`config.mk`:
```
export PLATFORM = sky130hd
export DESIGN_NAME = dsv_objects
export DESIGN_NICKNAME = d
export VERILOG_FILES = /design/src/rtl/dsv_pkg.sv /design/src/rtl/dsv_objects.sv
export SDC_FILE = /design/constraint.sdc
export NUM_CORES = 2
export LEC_CHECK = 0
export BUFFER_PORTS_ARGS = -buffer_cell sky130_fd_sc_hd__buf_2
export CAP_MARGIN = 10
export CORE_ASPECT_RATIO = 0.6
export CORE_UTILIZATION = 44
export CTS_CLUSTER_SIZE = 28
export DETAILED_ROUTE_END_ITERATION = 10
export PLACE_DENSITY = 0.68
export SYNTH_ARGS = -nofsm -noshare
export SYNTH_HDL_FRONTEND = slang
export SYNTH_SLANG_ARGS = --single-unit
```
`constraint.sdc`:
```
create_clock -name ref_clk -period 12.05 [get_ports ref_clk]
set_input_delay 1.205 -clock ref_clk [delete_from_list [all_inputs] [get_ports ref_clk]]
set_output_delay 1.205 -clock ref_clk [all_outputs]
set_load 0.02 [all_outputs]
```
`src/rtl/dsv_pkg.sv`:
```
// Purpose: Shared constants and types for the drive status / velocity block
// Assumes: Object dictionary reached through a simple index-addressed port
// Notes:   Indices are the object numbers, ramp times are in milliseconds
package dsv_pkg;
	// Object indices
	localparam logic [15:0] IDX_STATUS      = 16'h6041;
	localparam logic [15:0] IDX_TARGET_VEL  = 16'h6042;
	localparam logic [15:0] IDX_VEL_DEMAND  = 16'h6043;
	localparam logic [15:0] IDX_VEL_ACTUAL  = 16'h6044;
	localparam logic [15:0] IDX_RAMP_UP     = 16'h604f;
	localparam logic [15:0] IDX_SLOW_DOWN   = 16'h6050;
	localparam logic [15:0] IDX_QUICK_STOP  = 16'h6051;
	// Reset values
	localparam logic [15:0] RST_TARGET_VEL  = 16'h0000;
	localparam logic [31:0] RST_RAMP_UP     = 32'h0000_2710;
	localparam logic [31:0] RST_SLOW_DOWN   = 32'h0000_2710;
	localparam logic [31:0] RST_QUICK_STOP  = 32'h0000_03e8;
	// Quick-stop time limits per time-unit setting
	localparam logic [31:0] QS_MIN_UNIT0    = 32'h0000_000a;
	localparam logic [31:0] QS_MAX_UNIT0    = 32'h0009_27c0;
	localparam logic [31:0] QS_MIN_UNIT1    = 32'h0000_0064;
	localparam logic [31:0] QS_MAX_UNIT1    = 32'h005b_8d80;
	// Status word field positions
	localparam int SW_READY    = 0;
	localparam int SW_ON       = 1;
	localparam int SW_OP_EN    = 2;
	localparam int SW_FAULT    = 3;
	localparam int SW_VOLTAGE  = 4;
	localparam int SW_QSTOP    = 5;
	localparam int SW_DISABLED = 6;
	localparam int SW_WARNING  = 7;
	localparam int SW_REMOTE   = 9;
	localparam int SW_TARGET   = 10;
	localparam int SW_HOMED    = 12;
	localparam int SW_FOLLOW   = 13;
	// Timing: 1 ms tick from a 200 MHz clock
	localparam int CLK_PERIOD_PS = 5000;
	localparam int TICK_TIME_NS  = 1000000;
	localparam int TICK_CYCLES   = (TICK_TIME_NS * 1000) / CLK_PERIOD_PS;
	localparam logic [17:0] TICK_LAST = 18'(TICK_CYCLES - 1);

	// Drive state (one-hot)
	typedef enum logic [7:0] {
		DSV_NOT_READY  = 8'h01,
		DSV_SW_DIS     = 8'h02,
		DSV_READY      = 8'h04,
		DSV_SWITCHED   = 8'h08,
		DSV_OP_EN      = 8'h10,
		DSV_QSTOP      = 8'h20,
		DSV_FAULT_REAC = 8'h40,
		DSV_FAULT      = 8'h80
	} dsv_state_e;

	// Operating modes as coded by the mode selection object
	typedef enum logic [7:0] {
		DSV_MODE_NONE = 8'h00,
		DSV_MODE_PP   = 8'h01,
		DSV_MODE_VL   = 8'h02,
		DSV_MODE_PT   = 8'h04,
		DSV_MODE_HM   = 8'h06,
		DSV_MODE_IP   = 8'h07,
		DSV_MODE_CSP  = 8'h08,
		DSV_MODE_CST  = 8'h0a
	} dsv_mode_e;

	// Drive condition reported by the motor control core
	typedef struct packed {
		dsv_state_e   state;
		dsv_mode_e    mode;
		logic         warning;
		logic         remote;
		logic         target_reached;
		logic         homing_attained;
		logic         homing_error;
		logic         following_error;
		logic         voltage_present;
	} dsv_drive_s;

	// Object access request
	typedef struct packed {
		logic        wr;
		logic        rd;
		logic [15:0] index;
		logic [31:0] wdata;
	} dsv_req_s;
endpackage

```
`src/rtl/dsv_objects.sv`:
```
// Purpose: Status word encoding and velocity-mode objects with ramp generator
// Assumes: Requests are one-cycle strobes synchronous to ref_clk
// Notes:   Answers come one cycle after the request, from flip-flops
`timescale 1ns/1ps

// Notes on behaviour
// - The status word is a read-only 16-bit object the master may read.
// - Status bits 0 to 3, 5 and 6 always follow the present drive state; bit 4 is voltage present.
// - Bits 6,5,3,2,1,0 take the fixed pattern defined for each state.
// - Bit 7 flags a warning while the drive keeps running.
// - Bits 10, 12, 13 carry target, homing and following meanings by mode.
// - Target velocity is a signed RPM command, reset zero, used in velocity mode.
// - Velocity demand is the read-only signed RPM value computed here.
// - Actual velocity is a read-only signed RPM value from measurement.
// - Ramp-up time in ms sets acceleration from zero to target, default 10000.
// - Slow-down time in ms sets deceleration to zero, default 10000.
// - Quick-stop time in ms sets quick-stop deceleration, default 1000.
// - Quick-stop time range depends on the time-unit setting.
module dsv_objects (
	// Clock and reset
	input  wire logic                 ref_clk,
	input  wire logic                 rst,
	// Object access
	input  wire dsv_pkg::dsv_req_s    req,
	output logic                      ack,
	output logic                      err,
	output logic [31:0]               rdata,
	// Drive condition
	input  wire dsv_pkg::dsv_drive_s  drive,
	input  wire logic                 drive_time_unit_param,
	input  wire logic signed [15:0]   speed_measured,
	// Outputs to the motor control core
	output logic [15:0]               drive_state_word,
	output logic signed [15:0]        velocity_command
);
	import dsv_pkg::*;

	logic [15:0]        status_next;
	logic [15:0]        status_reg;
	logic signed [15:0] target_velocity_reg;
	logic signed [15:0] velocity_demand_reg;
	logic signed [15:0] velocity_actual_reg;
	logic [31:0]        ramp_up_time_reg;
	logic [31:0]        slow_down_time_reg;
	logic [31:0]        quick_stop_time_reg;
	logic [17:0]        tick_cnt_reg;
	logic               tick;
	logic [31:0]        ms_cnt_reg;
	logic               vel_mode;
	logic               stopping;
	logic signed [15:0] ramp_goal;
	logic [31:0]        ramp_time;
	logic               qs_ok;

	function automatic logic known_index(input logic [15:0] idx);
		return idx == IDX_STATUS || idx == IDX_TARGET_VEL ||
			idx == IDX_VEL_DEMAND || idx == IDX_VEL_ACTUAL ||
			idx == IDX_RAMP_UP || idx == IDX_SLOW_DOWN ||
			idx == IDX_QUICK_STOP;
	endfunction

	function automatic logic writable_index(input logic [15:0] idx);
		return idx == IDX_TARGET_VEL || idx == IDX_RAMP_UP ||
			idx == IDX_SLOW_DOWN || idx == IDX_QUICK_STOP;
	endfunction

	assign vel_mode = drive.mode == DSV_MODE_VL;
	assign stopping = drive.state == DSV_QSTOP;
	// Range window moves with the time unit
	assign qs_ok = drive_time_unit_param ?
		(req.wdata >= QS_MIN_UNIT1 && req.wdata <= QS_MAX_UNIT1) :
		(req.wdata >= QS_MIN_UNIT0 && req.wdata <= QS_MAX_UNIT0);

	// Status word encoding
	always_comb begin
		status_next = 16'h0000;
		case (drive.state)
			DSV_NOT_READY:  status_next[6:0] = 7'h00;
			DSV_SW_DIS:     status_next[6:0] = 7'h40;
			DSV_READY:      status_next[6:0] = 7'h21;
			DSV_SWITCHED:   status_next[6:0] = 7'h23;
			DSV_OP_EN:      status_next[6:0] = 7'h27;
			DSV_QSTOP:      status_next[6:0] = 7'h07;
			DSV_FAULT_REAC: status_next[6:0] = 7'h0f;
			DSV_FAULT:      status_next[6:0] = 7'h08;
			default:        status_next[6:0] = 7'h00;
		endcase
		status_next[SW_VOLTAGE] = drive.voltage_present;
		status_next[SW_WARNING] = drive.warning;
		status_next[SW_REMOTE]  = drive.remote;
		case (drive.mode)
			DSV_MODE_PP, DSV_MODE_IP: begin
				status_next[SW_TARGET] = drive.target_reached;
				status_next[SW_FOLLOW] = drive.following_error;
			end
			DSV_MODE_HM: begin
				status_next[SW_TARGET] = drive.target_reached;
				status_next[SW_HOMED]  = drive.homing_attained;
				status_next[SW_FOLLOW] = drive.homing_error;
			end
			DSV_MODE_PT:
				status_next[SW_TARGET] = drive.target_reached;
			DSV_MODE_CSP:
				status_next[SW_FOLLOW] = drive.following_error;
			default: ;
		endcase
	end

	always_ff @(posedge ref_clk or posedge rst) begin
		if (rst) begin
			status_reg       <= 16'h0000;
			drive_state_word <= 16'h0000;
		end else begin
			status_reg       <= status_next;
			drive_state_word <= status_next;
		end
	end

	// Writable objects; out-of-range quick-stop values are refused
	always_ff @(posedge ref_clk or posedge rst) begin
		if (rst) begin
			target_velocity_reg <= RST_TARGET_VEL;
			ramp_up_time_reg    <= RST_RAMP_UP;
			slow_down_time_reg  <= RST_SLOW_DOWN;
			quick_stop_time_reg <= RST_QUICK_STOP;
		end else if (req.wr) begin
			case (req.index)
				IDX_TARGET_VEL: target_velocity_reg <= req.wdata[15:0];
				IDX_RAMP_UP:    ramp_up_time_reg    <= req.wdata;
				IDX_SLOW_DOWN:  slow_down_time_reg  <= req.wdata;
				IDX_QUICK_STOP: if (qs_ok)
					quick_stop_time_reg <= req.wdata;
				default: ;
			endcase
		end
	end

	// Access answer one cycle after the strobe
	always_ff @(posedge ref_clk or posedge rst) begin
		if (rst) begin
			ack   <= 1'b0;
			err   <= 1'b0;
			rdata <= 32'h0000_0000;
		end else begin
			ack <= req.rd | req.wr;
			err <= (req.rd && !known_index(req.index)) ||
				(req.wr && (!writable_index(req.index) ||
				(req.index == IDX_QUICK_STOP && !qs_ok)));
			if (req.rd) begin
				case (req.index)
					IDX_STATUS:     rdata <= {16'h0000, status_reg};
					IDX_TARGET_VEL: rdata <= {{16{target_velocity_reg[15]}},
						target_velocity_reg};
					IDX_VEL_DEMAND: rdata <= {{16{velocity_demand_reg[15]}},
						velocity_demand_reg};
					IDX_VEL_ACTUAL: rdata <= {{16{velocity_actual_reg[15]}},
						velocity_actual_reg};
					IDX_RAMP_UP:    rdata <= ramp_up_time_reg;
					IDX_SLOW_DOWN:  rdata <= slow_down_time_reg;
					IDX_QUICK_STOP: rdata <= quick_stop_time_reg;
					default:        rdata <= 32'h0000_0000;
				endcase
			end
		end
	end

	// Millisecond tick from the 200 MHz clock
	always_ff @(posedge ref_clk or posedge rst) begin
		if (rst)
			tick_cnt_reg <= 18'h00000;
		else if (tick)
			tick_cnt_reg <= 18'h00000;
		else
			tick_cnt_reg <= tick_cnt_reg + 18'h00001;
	end
	assign tick = tick_cnt_reg == TICK_LAST;

	// Ramp goal and duration: quick stop and leaving velocity mode ramp to zero
	always_comb begin
		ramp_goal = (vel_mode && drive.state == DSV_OP_EN) ?
			target_velocity_reg : 16'sh0000;
		if (stopping)
			ramp_time = quick_stop_time_reg;
		else if (ramp_goal == 16'sh0000 ||
			(velocity_demand_reg > 0 && ramp_goal < velocity_demand_reg) ||
			(velocity_demand_reg < 0 && ramp_goal > velocity_demand_reg))
			ramp_time = slow_down_time_reg;
		else
			ramp_time = ramp_up_time_reg;
	end

	// Demand steps one RPM every ramp_time/|target| ms, approximated by
	// counting ms and stepping when count*|target| covers the ramp time.
	// Trade-off: whole-RPM steps, no fractional accumulator.
	always_ff @(posedge ref_clk or posedge rst) begin
		if (rst) begin
			ms_cnt_reg          <= 32'h0000_0000;
			velocity_demand_reg <= 16'sh0000;
		end else if (velocity_demand_reg == ramp_goal) begin
			ms_cnt_reg <= 32'h0000_0000;
		end else if (tick) begin
			if (32'(ms_cnt_reg + 32'h1) * 32'(target_velocity_reg < 0 ?
				-target_velocity_reg : target_velocity_reg) >= ramp_time ||
				target_velocity_reg == 16'sh0000 || ramp_time == 32'h0) begin
				ms_cnt_reg <= 32'h0000_0000;
				velocity_demand_reg <= (ramp_goal > velocity_demand_reg) ?
					16'(velocity_demand_reg + 16'sh0001) :
					16'(velocity_demand_reg - 16'sh0001);
			end else
				ms_cnt_reg <= ms_cnt_reg + 32'h0000_0001;
		end
	end

	always_ff @(posedge ref_clk or posedge rst) begin
		if (rst) begin
			velocity_actual_reg <= 16'sh0000;
			velocity_command    <= 16'sh0000;
		end else begin
			velocity_actual_reg <= speed_measured;
			velocity_command    <= velocity_demand_reg;
		end
	end

	state_bits_a: assert property (@(posedge ref_clk) disable iff (rst)
		drive.state == DSV_OP_EN |=> status_reg[6:0] ==? 7'b01?0111)
		else $error("status bits wrong in operation enabled");
	fault_bits_a: assert property (@(posedge ref_clk) disable iff (rst)
		drive.state == DSV_FAULT |=> status_reg[3:0] == 4'h8 && !status_reg[6])
		else $error("status bits wrong in fault");
	warn_bit_a: assert property (@(posedge ref_clk) disable iff (rst)
		1'b1 |=> status_reg[SW_WARNING] == $past(drive.warning))
		else $error("warning bit does not follow");
	reserved_zero_a: assert property (@(posedge ref_clk) disable iff (rst)
		status_reg[8] == 1'b0 && status_reg[11] == 1'b0 &&
		status_reg[15:14] == 2'b00)
		else $error("reserved status bit set");
	vl_mode_bits_a: assert property (@(posedge ref_clk) disable iff (rst)
		vel_mode |=> status_reg[SW_TARGET] == 1'b0 && status_reg[13:12] == 2'b00)
		else $error("mode bit set in velocity mode");
	status_read_a: assert property (@(posedge ref_clk) disable iff (rst)
		req.rd && req.index == IDX_STATUS |=> ack && !err &&
		rdata[31:16] == 16'h0000)
		else $error("status read answer wrong");
	qs_range_a: assert property (@(posedge ref_clk) disable iff (rst)
		req.wr && req.index == IDX_QUICK_STOP && !qs_ok
		|=> $stable(quick_stop_time_reg) && err)
		else $error("out-of-range quick stop accepted");
	actual_follow_a: assert property (@(posedge ref_clk) disable iff (rst)
		1'b1 |=> velocity_actual_reg == $past(speed_measured))
		else $error("actual velocity not sampled");
	demand_idle_a: assert property (@(posedge ref_clk) disable iff (rst)
		!tick |=> $stable(velocity_demand_reg))
		else $error("demand moved between ticks");
	ramp_hold_a: assert property (@(posedge ref_clk) disable iff (rst)
		req.wr && req.index == IDX_RAMP_UP |=> ramp_up_time_reg == $past(req.wdata))
		else $error("ramp-up time not stored");
	slow_hold_a: assert property (@(posedge ref_clk) disable iff (rst)
		req.wr && req.index == IDX_SLOW_DOWN |=>
		slow_down_time_reg == $past(req.wdata))
		else $error("slow-down time not stored");
	qs_time_a: assert property (@(posedge ref_clk) disable iff (rst)
		stopping |-> ramp_time == quick_stop_time_reg)
		else $error("quick stop not using its time");
	tv_store_a: assert property (@(posedge ref_clk) disable iff (rst)
		req.wr && req.index == IDX_TARGET_VEL |=>
		target_velocity_reg == $past(req.wdata[15:0]))
		else $error("target velocity not stored");
	qstop_bits_a: assert property (@(posedge ref_clk) disable iff (rst)
		drive.state == DSV_QSTOP |=> drive_state_word[6:5] == 2'b00 &&
		drive_state_word[3:0] == 4'h7)
		else $error("status bits wrong in quick stop");
	ready_bits_a: assert property (@(posedge ref_clk) disable iff (rst)
		drive.state == DSV_READY |=> drive_state_word[6:5] == 2'b01 &&
		drive_state_word[3:0] == 4'h1)
		else $error("status bits wrong in ready");
	ack_pulse_a: assert property (@(posedge ref_clk) disable iff (rst)
		req.rd || req.wr |=> ack)
		else $error("request not acknowledged");
	ack_idle_a: assert property (@(posedge ref_clk) disable iff (rst)
		!req.rd && !req.wr |=> !ack && !err)
		else $error("answer without a request");
	ro_write_a: assert property (@(posedge ref_clk) disable iff (rst)
		req.wr && (req.index == IDX_STATUS || req.index == IDX_VEL_DEMAND ||
		req.index == IDX_VEL_ACTUAL) |=> err)
		else $error("write to read-only object accepted");
	goal_zero_a: assert property (@(posedge ref_clk) disable iff (rst)
		!(vel_mode && drive.state == DSV_OP_EN) |-> ramp_goal == 16'sh0000)
		else $error("ramp goal not zero outside velocity mode");
	slow_time_a: assert property (@(posedge ref_clk) disable iff (rst)
		!stopping && ramp_goal == 16'sh0000 |-> ramp_time == slow_down_time_reg)
		else $error("ramp to zero not using slow-down time");
	up_time_a: assert property (@(posedge ref_clk) disable iff (rst)
		!stopping && ramp_goal != 16'sh0000 &&
		velocity_demand_reg == 16'sh0000 |-> ramp_time == ramp_up_time_reg)
		else $error("start from rest not using ramp-up time");
	demand_rest_a: assert property (@(posedge ref_clk) disable iff (rst)
		velocity_demand_reg == ramp_goal |=> $stable(velocity_demand_reg))
		else $error("demand moved at its goal");
	vcmd_follow_a: assert property (@(posedge ref_clk) disable iff (rst)
		1'b1 |=> velocity_command == $past(velocity_demand_reg))
		else $error("velocity command does not follow demand");
	csp_follow_a: assert property (@(posedge ref_clk) disable iff (rst)
		drive.mode == DSV_MODE_CSP |=> status_reg[SW_TARGET] == 1'b0 &&
		status_reg[SW_FOLLOW] == $past(drive.following_error))
		else $error("cyclic position mode bits wrong");
endmodule

```
Word level (Yosys, flattened, before mapping)
Index checks and enable logic that the tools add are counted.
- flip-flop bits (word level): 256
- bits in latches: 0
- bits in writable memories: 0
- ROM bits: 0
- bits of input ports: 92
- output and inout bits: 66
- word-level logic and storage cells: 105
- memories kept: 0
- $add $sub $neg: 5
- $mul: 1
- divide/modulo/power cells: 0
- order comparisons: 10
- eq/ne operators: 22
- shift-type cells: 0
- multiplexer cells: 15
- bitwise operators: 2
- reductions and logical operators: 37
- operators with widths (operator ; count):
    $pmux 32 s7 ; 1
    $mux 32 ; 6
    $eq 16x15->1 const B ; 7
    $pmux 7 s7 ; 1
    $add 32x1->32 const B ; 1
    $eq 8x3->1 const B ; 4
    $ge 32x32->1 ; 1
    $ge 32x4->1 const B ; 1
    $ge 32x7->1 const B ; 1
    $le 32x20->1 const B ; 1
    $le 32x23->1 const B ; 1
    $logic_not 16->1 ; 2
    $logic_not 32->1 ; 1
    $lt 16x1->1 const B ; 2
    $mul 32x32->32 ; 1
    $mux 16 ; 2
    $neg 16->32 ; 1
    $add 18x1->18 const B ; 1
    $eq 18x18->1 const B ; 1
    $mux 18 ; 1
    $add 16x2->16 const B ; 1
    $eq 16x16->1 ; 1
    $eq 8x2->1 const B ; 2
    $eq 8x4->1 const B ; 2
    21 further kinds ; 49

Longest topological paths before layout
- depth in word-level cells: 15
- depth in mapped cells: 43
- gate-level depth less buffers: 40

Least setup slack after synthesis
No wires, ideal clock.
- path kind: flip-flop to flip-flop
- from: register ms_cnt_reg[0]
- to: register ms_cnt_reg[0]
- setup time: 125 ps
- arrival time: 9954 ps
- required time: 11925 ps
- slack: 1971 ps
- stages on the path, launching flop included: 39
- buffers on the path: 3
- period minus slack after synthesis: 10079 ps
- path through: dfrtp_1 clkbuf_1 nand4_1 or2_2 clkbuf_1 nor3_1 nand2_1 xor2_1 nor2_1 fa_1 inv_1 fa_1 fa_1 fa_1 inv_1 fa_1 ha_1 fa_1 [3 not listed] ha_1 or3_1 a311o_1 a31oi_1 or2_2 nand2_1 a21oi_1 xnor2_1 ha_1 nand4_1 a211oi_1 nand3_1 a2111oi_0 a211oi_1 o31ai_1 clkbuf_1 nor3_2 mux2_2
- word-level cells in the longest chain between the ends: 8
- ends and longest elaborated chain (item ; RTL line ; text):
    from (decl) ; dsv_objects.sv:48 ; logic [31:0] ms_cnt_reg;
    from (signal assigned) ; dsv_objects.sv:210 ; ms_cnt_reg <= ms_cnt_reg + 32'h0000_0001;
    $add 32x1->32 * ; dsv_objects.sv:202, dsv_objects.sv:210 ;
    $mul 32x32->32 ; dsv_objects.sv:202 ; if (32'(ms_cnt_reg + 32'h1) * 32'(target_velocity_reg < 0 ?
    $ge 32x32->1 ; dsv_objects.sv:203 ; -target_velocity_reg : target_velocity_reg) >= ramp_time ||
    $logic_or 1x1->1 ; dsv_objects.sv:203 ;
    $logic_or 1x1->1 ; dsv_objects.sv:204 ; target_velocity_reg == 16'sh0000 || ramp_time == 32'h0) begin
    $mux 32 * ; dsv_objects.sv:202 ;
    $mux 32 * ; dsv_objects.sv:201 ; end else if (tick) begin
    $mux 32 * ; dsv_objects.sv:199 ; end else if (velocity_demand_reg == ramp_goal) begin
Mark *: on every way between the ends. The rest lies on a longest branch, timed or not. The select of a mux whose other input is x is not followed.
A chain may end at the register's enable or synchronous reset.

Worst setup path after layout
- from: register target_velocity_reg[2]
- to: register velocity_demand_reg[14]
- word-level cells in the longest chain between the ends: 11
- elaborated cells between the ends (all ways): 23
- classes of those cells: add/sub: 1; mul: 1; order compare: 4; eq/ne: 1; mux: 5; bitwise: 1; reduce/logical: 10
- ends and longest elaborated chain (item ; RTL line ; text):
    from (decl) ; dsv_objects.sv:40 ; logic signed [15:0] target_velocity_reg;
    from (signal assigned) ; dsv_objects.sv:128 ; IDX_TARGET_VEL: target_velocity_reg <= req.wdata[15:0];
    parallel branches: the longest is 11 deep, another holds $neg 16->32 ; n/a ;
    to (signal assigned) ; dsv_objects.sv:206 ; velocity_demand_reg <= (ramp_goal > velocity_demand_reg) ?
    to (decl) ; dsv_objects.sv:41 ; logic signed [15:0] velocity_demand_reg;
Parallel ways; which one is timed is not known.

==> results.toml <==
[worst_setup_path]
critPathMaxFanout = 12
arrival_ns = 11.90
end_kind = "flip-flop"
slowest_delay_ns = 0.57
path_common_cell = "fa_1"
required_ns = 12.55
startpoint_type = "flip-flop"
critPathKind = "reg -> reg"
critPathSlowestCell = "fa_1"

[clock_network]
htreeDepth = 1
clkLatencyLatePin_ns = 0.59
cts_tree = "done"
cts.clk_slew.worst_paths_ns = 0.08
cts_root_buf = "clkbuf_16"
clockBufferDepth = 3
numCtsBuffers = 24
cts.sink_count = 256

[routing]
via_per_inst = 5.45
wl_um = 87000
dr.pass1.iters = 8
vias = 23172
route.detailed.drc = 0
wire_per_inst_um = 20.5
drtIter0Drc = 2778
ant_nets = 0

[yosys]
syn_area_um2 = 29100
synth_cells = 3078
syn_avg_cell_area_um2 = 9.47
synth_top_area_cell = "fa_1"
ys_top_cells_by_area = "fa_1 (28%), dfrtp_1 (21%), ha_1 (8.1%)"
ys_ff_latch = 256
ys_seq_area_share_pct = 22.0
yosys_warnings = 0
async_reset_ff_share_pct = 100
synth_cell_types = 78
synth_top_area_share_pct = 28.1
synth-edff-count = 0
synth_flop_cell = "dfrtp_1"

[placement]
portBuffers = 153
dp_hpwl_um = 68800
gp_congestion = 0.974

[sta]
min_period_over_period_pct = 94.6
slew_headroom_pct = 27.2
clock_skew_ns = 0.0425
setup_viol = 0
fmax_ghz = 0.0877
drv_slew = 0
tightest_slew_ns = 1.09
period_needed_ns = 11.40
rsz0062_at_grt = "no"
hold_violations = 0
final.setup.tns_ns = 0

[power]
pwr-share-seq_pct = 18.0
switching_share_pct = 45.8
pwr-share-comb_pct = 65.5
p_per_area_nw_per_um2 = 150
pwr-share-clk_pct = 16.5
ir_worst_vdd_uv = 417
p_leak_nw = 15.8
power.switching_mw = 2.23
intPower_mw = 2.64

[finish]
synthToLayoutAreaGrowth_pct = 11.6
nNetsFinal = 4036
drive_gt1_share_pct = 13.6
fillCellCount = 5971
final_core_util_pct = 50.1

[global_route]
grt_overflow = 0
top_usage_layer = "met1"
grt_max_degree = 143
grt_pass1_wl_um = 137000
gr-usage-met2_pct = 33.0
antenna_found_initial = 4
met3_usage_pct = 9.25
gr-usage-all-layers_pct = 26.3
use_met1_pct = 43.0
grt_pass1_vias = 22738

[die]
die_h_um = 201
design.portCount = 158
die_area_um2 = 67300
start_util_pct = 44.9
coreArea_um2 = 65000
rows = 72
die_x_um = 334

[outcome]
status = "finished clean"

[hold_path]
hold_path.class = "reg -> reg"

[flow_run]
timing.max_cap.violations = 0
-- stage by stage --
stage | setup WS, ns | area (µm²) | power (mW) | hold WS (ns) | cells
finish | 0.650 | 32500 | 4.87 | 0.499 | 4253
floorplan | 1.97 | 29600 | 3.18 | 0.418 | 3200
global route | 0.170 | 32500 | 5.39 | 0.517 | 4252
detailed placement | 0.512 | 31700 | 4.00 | 0.491 | 4208
global placement | 0.799 | 31700 | 4.00 | 0.479 | 4208
CTS | 0.450 | 32500 | 4.82 | 0.501 | 4252
-- metal layers --
| metal | wire [µm] | vias up |
|---|---|---|
| li1 | - | 10334 |
| met1 | 40800 | 11424 |
| met2 | 32000 | 1315 |
| met3 | 13000 | 97 |
| met4 | 1110 | 2 |
| met5 | 16 | - |
-- final timing paths --
path                                                          from                                   to  slack (ns)  cells after the start
min in group asynchronous                                      rst             status_reg[13]$_DFF_PP0_        0.84                      2
worst min register to register           tick_cnt_reg[0]$_DFF_PP0_            tick_cnt_reg[0]$_DFF_PP0_        0.50                      1
worst max register to register  target_velocity_reg[2]$_DFFE_PP0P_  velocity_demand_reg[14]$_DFFE_PP0P_        0.65                     39
worst max-delay path            target_velocity_reg[2]$_DFFE_PP0P_  velocity_demand_reg[14]$_DFFE_PP0P_        0.65                     39
max in group asynchronous                                      rst                rdata[27]$_DFFE_PP0P_        9.03                      4
worst min-delay path                     tick_cnt_reg[0]$_DFF_PP0_            tick_cnt_reg[0]$_DFF_PP0_        0.50                      1
-- power groups by stage --
stage                     combinational (mW)  sequential (mW)  clock [mW]
after CTS                               3.14            0.876       0.807
after global placement                  3.11            0.892           0
after global routing                    3.66            0.877       0.847
after floorplan                         2.28            0.902           0
final                                   3.19            0.876       0.804
after detailed placement                3.11            0.892           0
-- layout by cell type, fill, tap and decap left out, types with 23 or more instances in the layout --
cell	netlist	layout
nand3_1	52	52
buf_4	4	89
inv_1	534	533
a21oi_1	52	52
o311ai_0	32	32
a22oi_1	29	29
o21ai_0	34	33
xor2_1	64	64
mux2_2	104	104
a21o_1	23	23
nor2_1	297	294
o211a_1	32	32
fa_1	409	409
dfrtp_1	240	240
nand2_1	367	367
ha_1	189	189
a31oi_1	26	26
xnor2_1	108	105
nor3_1	28	26
conb_1	2	124
buf_2	4	153
clkbuf_16	0	24
-- final cells by class --
cell class / instances / area [µm²] / share of cell area (%)
Multi-Input combinational cell: 2285 / 20700 / 63.7
Antenna cell: 1 / 2.50 / 0.00769
Timing Repair Buffer: 243 / 1450 / 4.47
Clock inverter: 9 / 106 / 0.327
Inverter: 536 / 2020 / 6.21
Clock buffer: 35 / 702 / 2.16
Tap cell: 888 / 1110 / 3.41
Sequential cell: 256 / 6430 / 19.7
-- worst max-delay path, delay by kind of cell, from the launching register on --
kind | cells | cell delay [ns]
compound gates | 10 | 2.92
buf+inv | 8 | 1.00
simple gates | 8 | 1.61
flops | 1 | 0.51
fa+ha+maj | 10 | 4.41
xor+xnor | 2 | 0.62
mux | 1 | 0.19
-- cells in the mapped netlist, drive strengths merged, types with 19 or more instances --
library cell and instances:
a21o 23, a21oi 52, a222oi 20, a22oi 29, a31oi 26, buf 19
clkbuf 104, dfrtp 240, fa 409, ha 189, inv 534, mux2 104
nand2 367, nand3 52, nand4 19, nor2 297, nor2b 20, nor3 29
nor4 20, o211a 32, o21ai 54, o311ai 32, xnor2 108, xor2 64
-- what timing repair did --
item / 4_1_cts / 5_1_grt
resized for setup: 0 / 3
buffers inserted: 0 / 0
hold buffers: 0 / 0
endpoints found under the setup margin: 0 / 16
-- kinds of logic (layout without fill, tap and decap cells) --
family	Yosys count	count (layout)	share of synthesized area, %
adders and majority gates	598	598	36.2
buffers and inverters	659	823	8.68
and+or+nand+nor	907	907	13.7
AOI/OAI and AO/OA	366	366	9.61
other	2	125	0.0258
xor gates and xnor gates	173	173	5.25
DFF	256	256	22.0
muxes	117	117	4.46
Power figures use the tool's default switching activity.
